$ cat src/core/gpt_pkg.sv
/*
 * Shared constants of the general purpose timer: register offsets, field positions,
 * reset values, mode codes and the real-time-clock divide ratio.
 * Assumes a single 32-bit AHB-Lite slave port with word-aligned registers.
 */
`default_nettype none
package gpt_pkg;
	// Register byte offsets.
	localparam logic [11:0] OFF_CFG    = 12'h000;
	localparam logic [11:0] OFF_MODE_A = 12'h004;
	localparam logic [11:0] OFF_MODE_B = 12'h008;
	localparam logic [11:0] OFF_CTL    = 12'h00C;
	localparam logic [11:0] OFF_MASK   = 12'h018;
	localparam logic [11:0] OFF_RAW    = 12'h01C;
	localparam logic [11:0] OFF_MSKD   = 12'h020;
	localparam logic [11:0] OFF_CLR    = 12'h024;
	localparam logic [11:0] OFF_ILR_A  = 12'h028;
	localparam logic [11:0] OFF_ILR_B  = 12'h02C;
	localparam logic [11:0] OFF_MAT_A  = 12'h030;
	localparam logic [11:0] OFF_MAT_B  = 12'h034;
	localparam logic [11:0] OFF_PRE_A  = 12'h038;
	localparam logic [11:0] OFF_PRE_B  = 12'h03C;
	localparam logic [11:0] OFF_CNT_A  = 12'h048;
	localparam logic [11:0] OFF_CNT_B  = 12'h04C;
	// Global configuration codes.
	localparam logic [2:0] CFG_32BIT = 3'h0;
	localparam logic [2:0] CFG_RTC   = 3'h1;
	localparam logic [2:0] CFG_16BIT = 3'h4;
	// Timer function field codes and mode register bits.
	localparam logic [1:0] FN_ONESHOT  = 2'h1;
	localparam logic [1:0] FN_PERIODIC = 2'h2;
	localparam logic [1:0] FN_CAPTURE  = 2'h3;
	localparam int MODE_CAPKIND = 2;
	localparam int MODE_ALT     = 3;
	// Control register fields of one timer; timer B sits CTL_B_SHIFT bits higher.
	localparam int CTL_RUN     = 0;
	localparam int CTL_FREEZE  = 1;
	localparam int CTL_EVT     = 2;
	localparam int CTL_RTCEN   = 4;
	localparam int CTL_TRIG    = 5;
	localparam int CTL_INVERT  = 6;
	localparam int CTL_B_SHIFT = 8;
	localparam logic [15:0] CTL_WMASK = 16'h7F7F;
	// Event select codes.
	localparam logic [1:0] EVT_RISE = 2'h0;
	localparam logic [1:0] EVT_FALL = 2'h1;
	// Status flag bits of timer A; timer B flags sit FLG_B_SHIFT bits higher.
	localparam int FLG_TIMEOUT = 0;
	localparam int FLG_MATCH   = 1;
	localparam int FLG_CAPTURE = 2;
	localparam int FLG_RTC     = 3;
	localparam int FLG_B_SHIFT = 8;
	// Reset values.
	localparam logic [15:0] ILR_RESET = 16'hFFFF;
	localparam logic [15:0] MAT_RESET = 16'hFFFF;
	localparam logic [7:0]  PRE_RESET = 8'h00;
	// Last slow-clock divider value; 32768 edges per real-time-clock second.
	localparam logic [14:0] RTC_DIV_LAST = 15'h7FFF;
endpackage
`default_nettype wire

$ cat src/core/gpt_timer.sv
/*
 * General purpose timer: two 16-bit down-counters, joinable into one 32-bit counter,
 * with one-shot, periodic, edge count, edge time, PWM and real-time-clock modes.
 * Assumes one AHB-Lite master, asynchronous capture pins, and a same-clock halt input.
 */
// Implementation choices: the register addresses and the AHB-Lite slave port.
// Contract
// - trigger pulse one clock wide at zero
// - interval load write reloads counter next cycle
// - freeze count while halt asserted and enabled
// - prescale stretches steps, 1 to 256 clocks
// - capture kind zero selects edge counting
// - each selected edge decrements count by one
// - count match sets raw and masked flags
// - after match reload, disable, ignore edges
// - edge time runs freely, no prescale
// - edge copies count, sets capture flag
// - edge time keeps running, reloads at zero
// - PWM needs alternate, edge count, periodic
// - PWM reloads at zero, sets no flags
// - PWM high at load value, low at match
// - invert bit inverts PWM output
// - configuration selects 32-bit, clock, or 16-bit
// - function field: one-shot or periodic
// - clock counter restarts from zero at match
// - writing one clears raw and masked flags
// - one-shot stops and clears enable at zero
// - timeout flag held until software clears
`timescale 1ns/100ps
`default_nettype none
module gpt_timer (
	// Clock and reset.
	input  wire logic        clk,
	input  wire logic        rst,
	// AHB-Lite slave.
	input  wire logic        hsel,
	input  wire logic [31:0] haddr,
	input  wire logic [1:0]  htrans,
	input  wire logic        hwrite,
	input  wire logic [2:0]  hsize,
	input  wire logic [31:0] hwdata,
	input  wire logic        hready,
	output logic      [31:0] hrdata,
	output logic             hreadyout,
	output logic             hresp,
	// Capture/compare pins and halt request.
	input  wire logic [1:0]  capture_compare_pin,
	input  wire logic        halt_req,
	// Timer outputs.
	output logic      [1:0]  trigger_out,
	output logic      [1:0]  pwm_out
);
	// Bus address and data phase.
	logic        dph_wr_q;
	logic [11:0] dph_addr_q;
	logic [31:0] rdata_q;
	wire         aph_take = hsel && htrans[1] && hready;
	wire  [11:0] aph_addr = {haddr[11:2], 2'b00};

	// Registers.
	logic [2:0]  cfg_q;
	logic [3:0]  mode_q [2];
	logic [15:0] ctl_q;
	logic [15:0] mask_q;
	logic [15:0] raw_q;
	logic [15:0] ilr_q [2];
	logic [15:0] mat_q [2];
	logic [7:0]  psr_q [2];

	// Counter state.
	logic [15:0] cnt_q [2];
	logic [15:0] cnt_d [2];
	logic [7:0]  pre_q [2];
	logic [7:0]  pre_d [2];
	logic [15:0] cap_q [2];
	logic [15:0] cap_d [2];
	logic [1:0]  lvl_q;
	logic [1:0]  lvl_d;
	logic [14:0] rdiv_q;
	logic [14:0] rdiv_d;
	logic [1:0]  en_clr;
	logic [1:0]  to_ev;
	logic [1:0]  cm_ev;
	logic [1:0]  ce_ev;
	logic        rtc_ev;

	// Capture pin synchronisers and filtered levels.
	logic [1:0]  s1_q;
	logic [1:0]  s2_q;
	logic [1:0]  s3_q;
	logic [1:0]  flt_q;
	logic [1:0]  trig_q;
	logic [1:0]  pwm_q;

	// Write decode.
	wire w_cfg   = dph_wr_q && dph_addr_q == gpt_pkg::OFF_CFG;
	wire w_mode0 = dph_wr_q && dph_addr_q == gpt_pkg::OFF_MODE_A;
	wire w_mode1 = dph_wr_q && dph_addr_q == gpt_pkg::OFF_MODE_B;
	wire w_ctl   = dph_wr_q && dph_addr_q == gpt_pkg::OFF_CTL;
	wire w_mask  = dph_wr_q && dph_addr_q == gpt_pkg::OFF_MASK;
	wire w_clr   = dph_wr_q && dph_addr_q == gpt_pkg::OFF_CLR;
	wire w_ilr0  = dph_wr_q && dph_addr_q == gpt_pkg::OFF_ILR_A;
	wire w_ilr1  = dph_wr_q && dph_addr_q == gpt_pkg::OFF_ILR_B;
	wire w_mat0  = dph_wr_q && dph_addr_q == gpt_pkg::OFF_MAT_A;
	wire w_mat1  = dph_wr_q && dph_addr_q == gpt_pkg::OFF_MAT_B;
	wire w_pre0  = dph_wr_q && dph_addr_q == gpt_pkg::OFF_PRE_A;
	wire w_pre1  = dph_wr_q && dph_addr_q == gpt_pkg::OFF_PRE_B;

	// Global mode decode.
	wire m16 = cfg_q[2];
	wire m32 = cfg_q == gpt_pkg::CFG_32BIT;
	wire mrtc = cfg_q == gpt_pkg::CFG_RTC;
	wire [31:0] c32 = {cnt_q[1], cnt_q[0]};
	wire [31:0] ilr32 = {ilr_q[1], ilr_q[0]};
	wire [31:0] mat32 = {mat_q[1], mat_q[0]};
	wire rtc_start = w_ctl && mrtc && hwdata[gpt_pkg::CTL_RUN] && !ctl_q[gpt_pkg::CTL_RUN];

	// Edge detection on the filtered pin levels.
	wire [1:0] agree = ~(s2_q ^ s3_q);
	wire [1:0] rise = agree & s2_q & ~flt_q;
	wire [1:0] fall = agree & ~s2_q & flt_q;
	logic [1:0] ev_hit;
	logic [1:0] run;
	logic [1:0] fn [2];
	logic [1:0] evt [2];
	always_comb begin
		for (int n = 0; n < 2; n++) begin
			fn[n] = mode_q[n][1:0];
			evt[n] = ctl_q[n * gpt_pkg::CTL_B_SHIFT + gpt_pkg::CTL_EVT +: 2];
			ev_hit[n] = evt[n] == gpt_pkg::EVT_RISE ? rise[n] :
				evt[n] == gpt_pkg::EVT_FALL ? fall[n] : rise[n] | fall[n];
			run[n] = ctl_q[n * gpt_pkg::CTL_B_SHIFT + gpt_pkg::CTL_RUN] &&
				!(ctl_q[n * gpt_pkg::CTL_B_SHIFT + gpt_pkg::CTL_FREEZE] && halt_req);
		end
	end

	// Counter next-state logic.
	always_comb begin
		cnt_d = cnt_q;
		pre_d = pre_q;
		cap_d = cap_q;
		lvl_d = lvl_q;
		rdiv_d = rdiv_q;
		en_clr = 2'b00;
		to_ev = 2'b00;
		cm_ev = 2'b00;
		ce_ev = 2'b00;
		rtc_ev = 1'b0;
		if (m16) begin
			for (int n = 0; n < 2; n++) begin
				if (run[n]) begin
					if (mode_q[n][gpt_pkg::MODE_ALT] && !mode_q[n][gpt_pkg::MODE_CAPKIND] &&
						fn[n] == gpt_pkg::FN_PERIODIC) begin
						pre_d[n] = pre_q[n] == 8'h00 ? psr_q[n] : 8'(pre_q[n] - 8'h01);
						if (pre_q[n] == 8'h00) begin
							cnt_d[n] = cnt_q[n] == 16'h0000 ? ilr_q[n] : 16'(cnt_q[n] - 16'h0001);
						end
						if (cnt_q[n] == ilr_q[n]) begin
							lvl_d[n] = 1'b1;
						end else if (cnt_q[n] == mat_q[n]) begin
							lvl_d[n] = 1'b0;
						end
					end else if (fn[n] == gpt_pkg::FN_CAPTURE && !mode_q[n][gpt_pkg::MODE_CAPKIND]) begin
						if (ev_hit[n]) begin
							if (16'(cnt_q[n] - 16'h0001) == mat_q[n]) begin
								cm_ev[n] = 1'b1;
								cnt_d[n] = ilr_q[n];
								en_clr[n] = 1'b1;
							end else begin
								cnt_d[n] = 16'(cnt_q[n] - 16'h0001);
							end
						end
					end else if (fn[n] == gpt_pkg::FN_CAPTURE) begin
						cnt_d[n] = cnt_q[n] == 16'h0000 ? ilr_q[n] : 16'(cnt_q[n] - 16'h0001);
						if (ev_hit[n]) begin
							cap_d[n] = cnt_q[n];
							ce_ev[n] = 1'b1;
						end
					end else if (fn[n] == gpt_pkg::FN_ONESHOT || fn[n] == gpt_pkg::FN_PERIODIC) begin
						pre_d[n] = pre_q[n] == 8'h00 ? psr_q[n] : 8'(pre_q[n] - 8'h01);
						if (pre_q[n] == 8'h00) begin
							if (cnt_q[n] == 16'h0000) begin
								cnt_d[n] = ilr_q[n];
								to_ev[n] = 1'b1;
								en_clr[n] = fn[n] == gpt_pkg::FN_ONESHOT;
							end else begin
								cnt_d[n] = 16'(cnt_q[n] - 16'h0001);
							end
						end
					end
				end
			end
		end else if (m32) begin
			if (run[0]) begin
				if (c32 == 32'h0000_0000) begin
					{cnt_d[1], cnt_d[0]} = ilr32;
					to_ev[0] = 1'b1;
					en_clr[0] = fn[0] == gpt_pkg::FN_ONESHOT;
				end else begin
					{cnt_d[1], cnt_d[0]} = 32'(c32 - 32'h0000_0001);
				end
			end
		end else if (mrtc) begin
			if (ctl_q[gpt_pkg::CTL_RUN] && (ctl_q[gpt_pkg::CTL_RTCEN] || run[0]) && rise[0]) begin
				rdiv_d = rdiv_q == gpt_pkg::RTC_DIV_LAST ? 15'h0000 : 15'(rdiv_q + 15'h0001);
				if (rdiv_q == gpt_pkg::RTC_DIV_LAST) begin
					if (c32 == mat32) begin
						{cnt_d[1], cnt_d[0]} = 32'h0000_0000;
						rtc_ev = 1'b1;
					end else begin
						{cnt_d[1], cnt_d[0]} = 32'(c32 + 32'h0000_0001);
					end
				end
			end
		end
		if (w_ilr0) begin
			cnt_d[0] = hwdata[15:0];
			if (!m16) begin
				cnt_d[1] = hwdata[31:16];
			end
		end
		if (w_ilr1) begin
			cnt_d[1] = hwdata[15:0];
		end
		if (rtc_start) begin
			{cnt_d[1], cnt_d[0]} = 32'h0000_0001;
			rdiv_d = 15'h0000;
		end
	end

	// Status flag set terms; a set in the clearing cycle wins.
	wire [15:0] flg_set = {5'b0, ce_ev[1], cm_ev[1], to_ev[1], 4'b0, rtc_ev,
		ce_ev[0], cm_ev[0], to_ev[0]};
	wire [15:0] flg_clr = w_clr ? hwdata[15:0] : 16'h0000;
	wire [15:0] masked = raw_q & mask_q;

	// Read data selection.
	logic [31:0] rd_sel;
	always_comb begin
		case (aph_addr)
			gpt_pkg::OFF_CFG:    rd_sel = {29'h0, cfg_q};
			gpt_pkg::OFF_MODE_A: rd_sel = {28'h0, mode_q[0]};
			gpt_pkg::OFF_MODE_B: rd_sel = {28'h0, mode_q[1]};
			gpt_pkg::OFF_CTL:    rd_sel = {16'h0, ctl_q};
			gpt_pkg::OFF_MASK:   rd_sel = {16'h0, mask_q};
			gpt_pkg::OFF_RAW:    rd_sel = {16'h0, raw_q};
			gpt_pkg::OFF_MSKD:   rd_sel = {16'h0, masked};
			gpt_pkg::OFF_ILR_A:  rd_sel = m16 ? {16'h0, ilr_q[0]} : ilr32;
			gpt_pkg::OFF_ILR_B:  rd_sel = {16'h0, ilr_q[1]};
			gpt_pkg::OFF_MAT_A:  rd_sel = m16 ? {16'h0, mat_q[0]} : mat32;
			gpt_pkg::OFF_MAT_B:  rd_sel = {16'h0, mat_q[1]};
			gpt_pkg::OFF_PRE_A:  rd_sel = {24'h0, psr_q[0]};
			gpt_pkg::OFF_PRE_B:  rd_sel = {24'h0, psr_q[1]};
			gpt_pkg::OFF_CNT_A:  rd_sel = !m16 ? c32 : {16'h0, mode_q[0][gpt_pkg::MODE_CAPKIND] ?
				cap_q[0] : cnt_q[0]};
			gpt_pkg::OFF_CNT_B:  rd_sel = {16'h0, mode_q[1][gpt_pkg::MODE_CAPKIND] ?
				cap_q[1] : cnt_q[1]};
			default:             rd_sel = 32'h0000_0000;
		endcase
	end

	assign hrdata = rdata_q;
	assign hreadyout = 1'b1;
	assign hresp = 1'b0;
	assign trigger_out = trig_q;
	assign pwm_out = pwm_q;

	// Bus phase registers.
	always_ff @(posedge clk or posedge rst) begin
		if (rst) begin
			dph_wr_q <= 1'b0;
			dph_addr_q <= 12'h000;
			rdata_q <= 32'h0000_0000;
		end else begin
			dph_wr_q <= aph_take && hwrite;
			dph_addr_q <= aph_addr;
			rdata_q <= aph_take && !hwrite ? rd_sel : 32'h0000_0000;
		end
	end

	// Software registers and flags.
	always_ff @(posedge clk or posedge rst) begin
		if (rst) begin
			cfg_q <= 3'h0;
			mode_q[0] <= 4'h0;
			mode_q[1] <= 4'h0;
			ctl_q <= 16'h0000;
			mask_q <= 16'h0000;
			raw_q <= 16'h0000;
			ilr_q[0] <= gpt_pkg::ILR_RESET;
			ilr_q[1] <= gpt_pkg::ILR_RESET;
			mat_q[0] <= gpt_pkg::MAT_RESET;
			mat_q[1] <= gpt_pkg::MAT_RESET;
			psr_q[0] <= gpt_pkg::PRE_RESET;
			psr_q[1] <= gpt_pkg::PRE_RESET;
		end else begin
			if (w_cfg) cfg_q <= hwdata[2:0];
			if (w_mode0) mode_q[0] <= hwdata[3:0];
			if (w_mode1) mode_q[1] <= hwdata[3:0];
			if (w_mask) mask_q <= hwdata[15:0];
			if (w_pre0) psr_q[0] <= hwdata[7:0];
			if (w_pre1) psr_q[1] <= hwdata[7:0];
			if (w_ilr0) ilr_q[0] <= hwdata[15:0];
			if (w_ilr1 || (w_ilr0 && !m16)) ilr_q[1] <= w_ilr1 ? hwdata[15:0] : hwdata[31:16];
			if (w_mat0) mat_q[0] <= hwdata[15:0];
			if (w_mat1 || (w_mat0 && !m16)) mat_q[1] <= w_mat1 ? hwdata[15:0] : hwdata[31:16];
			if (w_ctl) begin
				ctl_q <= hwdata[15:0] & gpt_pkg::CTL_WMASK;
			end else begin
				ctl_q[gpt_pkg::CTL_RUN] <= ctl_q[gpt_pkg::CTL_RUN] & ~en_clr[0];
				ctl_q[gpt_pkg::CTL_B_SHIFT] <= ctl_q[gpt_pkg::CTL_B_SHIFT] & ~en_clr[1];
			end
			raw_q <= (raw_q & ~flg_clr) | flg_set;
		end
	end

	// Counters, synchronisers and outputs.
	always_ff @(posedge clk or posedge rst) begin
		if (rst) begin
			cnt_q[0] <= gpt_pkg::ILR_RESET;
			cnt_q[1] <= gpt_pkg::ILR_RESET;
			pre_q[0] <= gpt_pkg::PRE_RESET;
			pre_q[1] <= gpt_pkg::PRE_RESET;
			cap_q[0] <= 16'h0000;
			cap_q[1] <= 16'h0000;
			lvl_q <= 2'b00;
			rdiv_q <= 15'h0000;
			s1_q <= 2'b00;
			s2_q <= 2'b00;
			s3_q <= 2'b00;
			flt_q <= 2'b00;
			trig_q <= 2'b00;
			pwm_q <= 2'b00;
		end else begin
			cnt_q <= cnt_d;
			pre_q <= pre_d;
			cap_q <= cap_d;
			lvl_q <= lvl_d;
			rdiv_q <= rdiv_d;
			s1_q <= capture_compare_pin;
			s2_q <= s1_q;
			s3_q <= s2_q;
			flt_q <= (flt_q & ~agree) | (s2_q & agree);
			trig_q[0] <= to_ev[0] & ctl_q[gpt_pkg::CTL_TRIG];
			trig_q[1] <= to_ev[1] & ctl_q[gpt_pkg::CTL_B_SHIFT + gpt_pkg::CTL_TRIG];
			pwm_q[0] <= lvl_d[0] ^ ctl_q[gpt_pkg::CTL_INVERT];
			pwm_q[1] <= lvl_d[1] ^ ctl_q[gpt_pkg::CTL_B_SHIFT + gpt_pkg::CTL_INVERT];
		end
	end

	wire pwm1 = m16 && mode_q[1][gpt_pkg::MODE_ALT] && !mode_q[1][gpt_pkg::MODE_CAPKIND] &&
		fn[1] == gpt_pkg::FN_PERIODIC;
endmodule // gpt_timer
`default_nettype wire

$ cat config.mk
export PLATFORM = sky130hd
export DESIGN_NAME = gpt_timer
export DESIGN_NICKNAME = d
export VERILOG_FILES = /design/src/core/gpt_pkg.sv /design/src/core/gpt_timer.sv
export SDC_FILE = /design/constraint.sdc
export NUM_CORES = 1
export LEC_CHECK = 0
export BUFFER_PORTS_ARGS = -buffer_cell sky130_fd_sc_hd__buf_2
export CORE_MARGIN = 2
export CORE_UTILIZATION = 55
export DETAILED_ROUTE_END_ITERATION = 12
export PLACE_DENSITY = 0.73
export RECOVER_POWER = 50
export SLEW_MARGIN = 5
export SYNTH_ARGS = -nofsm -noshare
export SYNTH_HDL_FRONTEND = slang
export SYNTH_SLANG_ARGS = --single-unit
$ cat constraint.sdc
create_clock -name clk -period 19.2 [get_ports clk]
set_input_delay 0 -clock clk [delete_from_list [all_inputs] [get_ports clk]]
set_output_delay 0 -clock clk [all_outputs]
set_load 0.1 [all_outputs]
==> results.py <==
metrics = {
    "logic_synthesis": {
        "synth_edf_count": 0,
        "yosysSeqAreaShare_pct": 36.0,
        "ys_ff_latch": 289,
        "yosysWarnings": 0,
        "synth.cell_area_um2": 20400,
        "synthArstFlopShare_pct": 100,
        "yosysUniqueCellTypes": 98,
        "synth_cells": 2369,
        "synth_nets": 2464,
        "syn_area_per_cell_um2": 8.61,
        "yosys_most_used_dff": "dfrtp_1",
    },
    "detailed_routing": {
        "drtAntennaViolNets": 0,
        "drtIter0Drc": 2922,
        "firstDrtPassIters": 6,
        "route.detailed.wl_per_inst_um": 30.6,
        "num_vias": 20800,
        "wl_mm": 88.2,
        "viasPerCell": 7.22,
        "drc_errors": 0,
    },
    "critical_path": {
        "crit_buf_inv": 5,
        "cp.required_ps": 19070,
        "critical_path_depth": 5,
        "worstSetupStartpointType": "input port",
        "worst-endpoint-arrival_ps": 8130,
        "cp_top_family": "buffers and inverters",
        "crit_type": "input port to async pin",
        "cp_slowest_stage_delay_ps": 2560,
        "slowest_stage": "clkbuf_1",
        "worstPathCellList": "dlygate4sd3_1, buf_2, clkinvlp_2, clkbuf_1, clkbuf_1",
        "reg2reg_depth": 8,
        "critPathMostFrequentCell": "clkbuf_1",
        "endpoint_kind": "async pin",
        "cp_max_fo": 92,
    },
    "final_layout": {
        "antenna_cells": 0,
        "area_growth_pct": 10.8,
        "nNetsFinal": 2484,
        "layout-drive-gt1-share_pct": 16.4,
        "fin_area_um2": 22600,
    },
    "placement": {
        "post_dp_cell_area_um2": 21000,
        "globalplace.congestion": 1.01,
        "place_hpwl_mm": 61.0,
        "io_buffer_count": 86,
    },
    "cts": {
        "cts-htree-levels": 2,
        "cts_root_buf": "clkbuf_16",
        "post_cts_resized": 0,
        "path_clk_slew_ps": 60,
        "cts_buffer_depth": 3,
        "clock-sinks": 289,
        "clk_latency_ps": 580,
        "cts_buffers": 34,
        "cts_tree": "yes",
    },
    "timing": {
        "period_minus_slack_ps": 8260,
        "tns_ps": 0,
        "fin_skew_ps": 30.3,
        "period_share_pct": 43.0,
        "worst_hold_slack_ps": 96.1,
        "fmax_mhz": 121,
        "setup_viol": 0,
        "hold_violations": 0,
        "slew_violations": 339,
        "slew-limit-headroom_pct": -176,
        "tightest_slew_ps": 4150,
        "rsz0062_at_grt": "false",
    },
    "grt": {
        "grt_pass1_vias": 19900,
        "grt.busiest_layer": "met2",
        "grt_remaining_overflow": 0,
        "grt.met1_usage_pct": 59.9,
        "grt_pass1_wl_mm": 130,
        "grt_use_total_pct": 45.6,
        "use_met3_pct": 12.5,
        "met2_usage_pct": 67.2,
        "antenna_found_initial": 1,
        "grt_max_degree": 93,
    },
    "die": {
        "start_util_pct": 55.7,
        "die_y_um": 197,
        "die_area_um2": 38700,
        "die_w_um": 197,
        "core_region_area_um2": 36600,
        "rows": 70,
        "boundaryPins": 115,
    },
    "worst_hold_path": {
        "whs_path_depth": 2,
        "hold_class": "input port to flop",
    },
    "outcome": {
        "status": "finished, violations left",
        "violations": "capacitance limit, slew limit",
    },
    "pwr": {
        "p_leak_uw": 0.00912,
        "total_power_uw": 1710,
        "vdd_drop_max_mv": 0.0718,
        "power_density_nw_per_um2": 75.6,
    },
    "flow_run": {
        "drv_cap": 5,
    },
}
layer usage:
metal | vias to the layer above | part of all wire, %
met1 | 10100 | 38
met5 | - | 0
met3 | 392 | 12
met4 | 0 | 7.1
li1 | 8783 | -
met2 | 1535 | 43
worst paths after layout:
| path | slack, ps | endpoint | startpoint |
|---|---|---|---|
| min | 100 | s1_q[0] | capture_compare_pin[0] |
| max | 10940 | hrdata[26] | rst |
| min in group asynchronous | 1170 | pre_q[14] | rst |
| min reg2reg | 350 | s2_q[1] | s1_q[1] |
| max in group clk | 13630 | c32[25] | c32[25] |
| max reg2reg | 13630 | c32[25] | c32[25] |
Yosys cell counts, types with 7 or more instances:
library cell	instances	area [µm²]
nand2_1	267	1000
nor2_1	214	803
dfrtp_1	193	4830
clkbuf_1	164	616
o21ai_0	130	651
a21oi_1	125	626
mux2_2	106	1190
dfstp_2	96	2520
mux2i_1	79	791
nand3_1	68	340
xnor2_1	68	596
xor2_1	66	578
nor3_1	61	305
inv_1	50	188
a221oi_1	37	324
nand4_1	37	231
a211oi_1	34	255
a31oi_1	33	206
o22ai_1	33	206
o211ai_1	32	240
nor4_1	31	194
a21o_1	27	203
a22oi_1	20	150
buf_1	20	75.1
or3_1	20	125
a222oi_1	19	190
ha_1	18	225
o221ai_1	18	158
buf_2	17	85.1
nand2b_1	17	106
and3_1	15	93.8
a22o_1	14	123
nor2b_1	13	81.3
o2111ai_1	13	114
a21boi_0	11	82.6
and2_1	11	68.8
o32ai_1	11	96.3
o31ai_1	10	75.1
or4_1	10	75.1
a221o_1	8	80.1
nor3b_1	7	52.6
nor4_2	7	87.6
o21a_1	7	52.6
kinds of logic (layout without fill, tap and decap cells):
kind of cell	count (synthesis)	count (layout)	synth area share, %
simple gates	822	822	19.6
compound gates	653	653	22.0
flops	289	289	36.0
buf+inv	257	303	4.99
mux	192	192	10.3
xor+xnor	136	136	5.98
fa+ha+maj	18	18	1.10
other cells	2	2	0.0368
cell usage in the layout, fill, tap and decap left out, types with 15 or more instances in the layout:
cell type,count
nand2_1,267
nor2_1,212
dfrtp_1,193
o21ai_0,130
a21oi_1,125
mux2_2,106
dfstp_2,96
mux2i_1,79
nand3_1,68
xnor2_1,68
xor2_1,66
clkbuf_1,58
dlygate4sd3_1,58
nor3_1,56
inv_1,49
buf_4,42
buf_2,41
nand4_1,37
a221oi_1,37
clkbuf_16,35
a211oi_1,34
a31oi_1,33
o22ai_1,33
o211ai_1,32
nor4_1,31
a21o_1,27
or3_1,20
a22oi_1,20
a222oi_1,19
o221ai_1,18
ha_1,18
nand2b_1,17
and3_1,15
registers in the layout, summed over array words and instances, names as in the netlist, 3 cells and up, named ones only:
signal and flops:
c32 32, cap_q 32, hrdata 32, ilr32 32, mat32 32, mask_q 16, pre_q 16, psr_q 16
raw_q 16, rdiv_q 15, ctl_q 14, dph_addr_q 10, fn 4, mode_q 4, cfg_q 3
power by group:
group | switching (µW) | leakage, µW | total [µW] | internal, µW
sequential | 96.4 | 0.00358 | 737 | 641
combinational | 199 | 0.00501 | 329 | 130
clock | 280 | 0.000526 | 644 | 364
timing repair:
item	in CTS	in global routing
hold endpoints to repair	235	0
hold buffers	58	0
setup buffers	0	0
through the flow:
stage                     worst slack [ps]  util [%]  std cells
final                                10940      61.8       2883
after global routing                  9500      61.8       2883
after CTS                            14030      62.0       2883
after detailed placement             14070      57.5       2763
after global placement               14130      57.5       2763
after floorplan                      11380         -       2369
cell type report:
type | count | area (µm²)
Sequential cell | 289 | 7350
Clock buffer | 46 | 947
Tap cell | 468 | 586
Inverter | 50 | 189
Timing Repair Buffer | 191 | 1290
Multi-Input combinational cell | 1823 | 12100
Fill cell | 3182 | 14000
Clock inverter | 16 | 141
No activity file was read; power rests on OpenSTA's default activity.
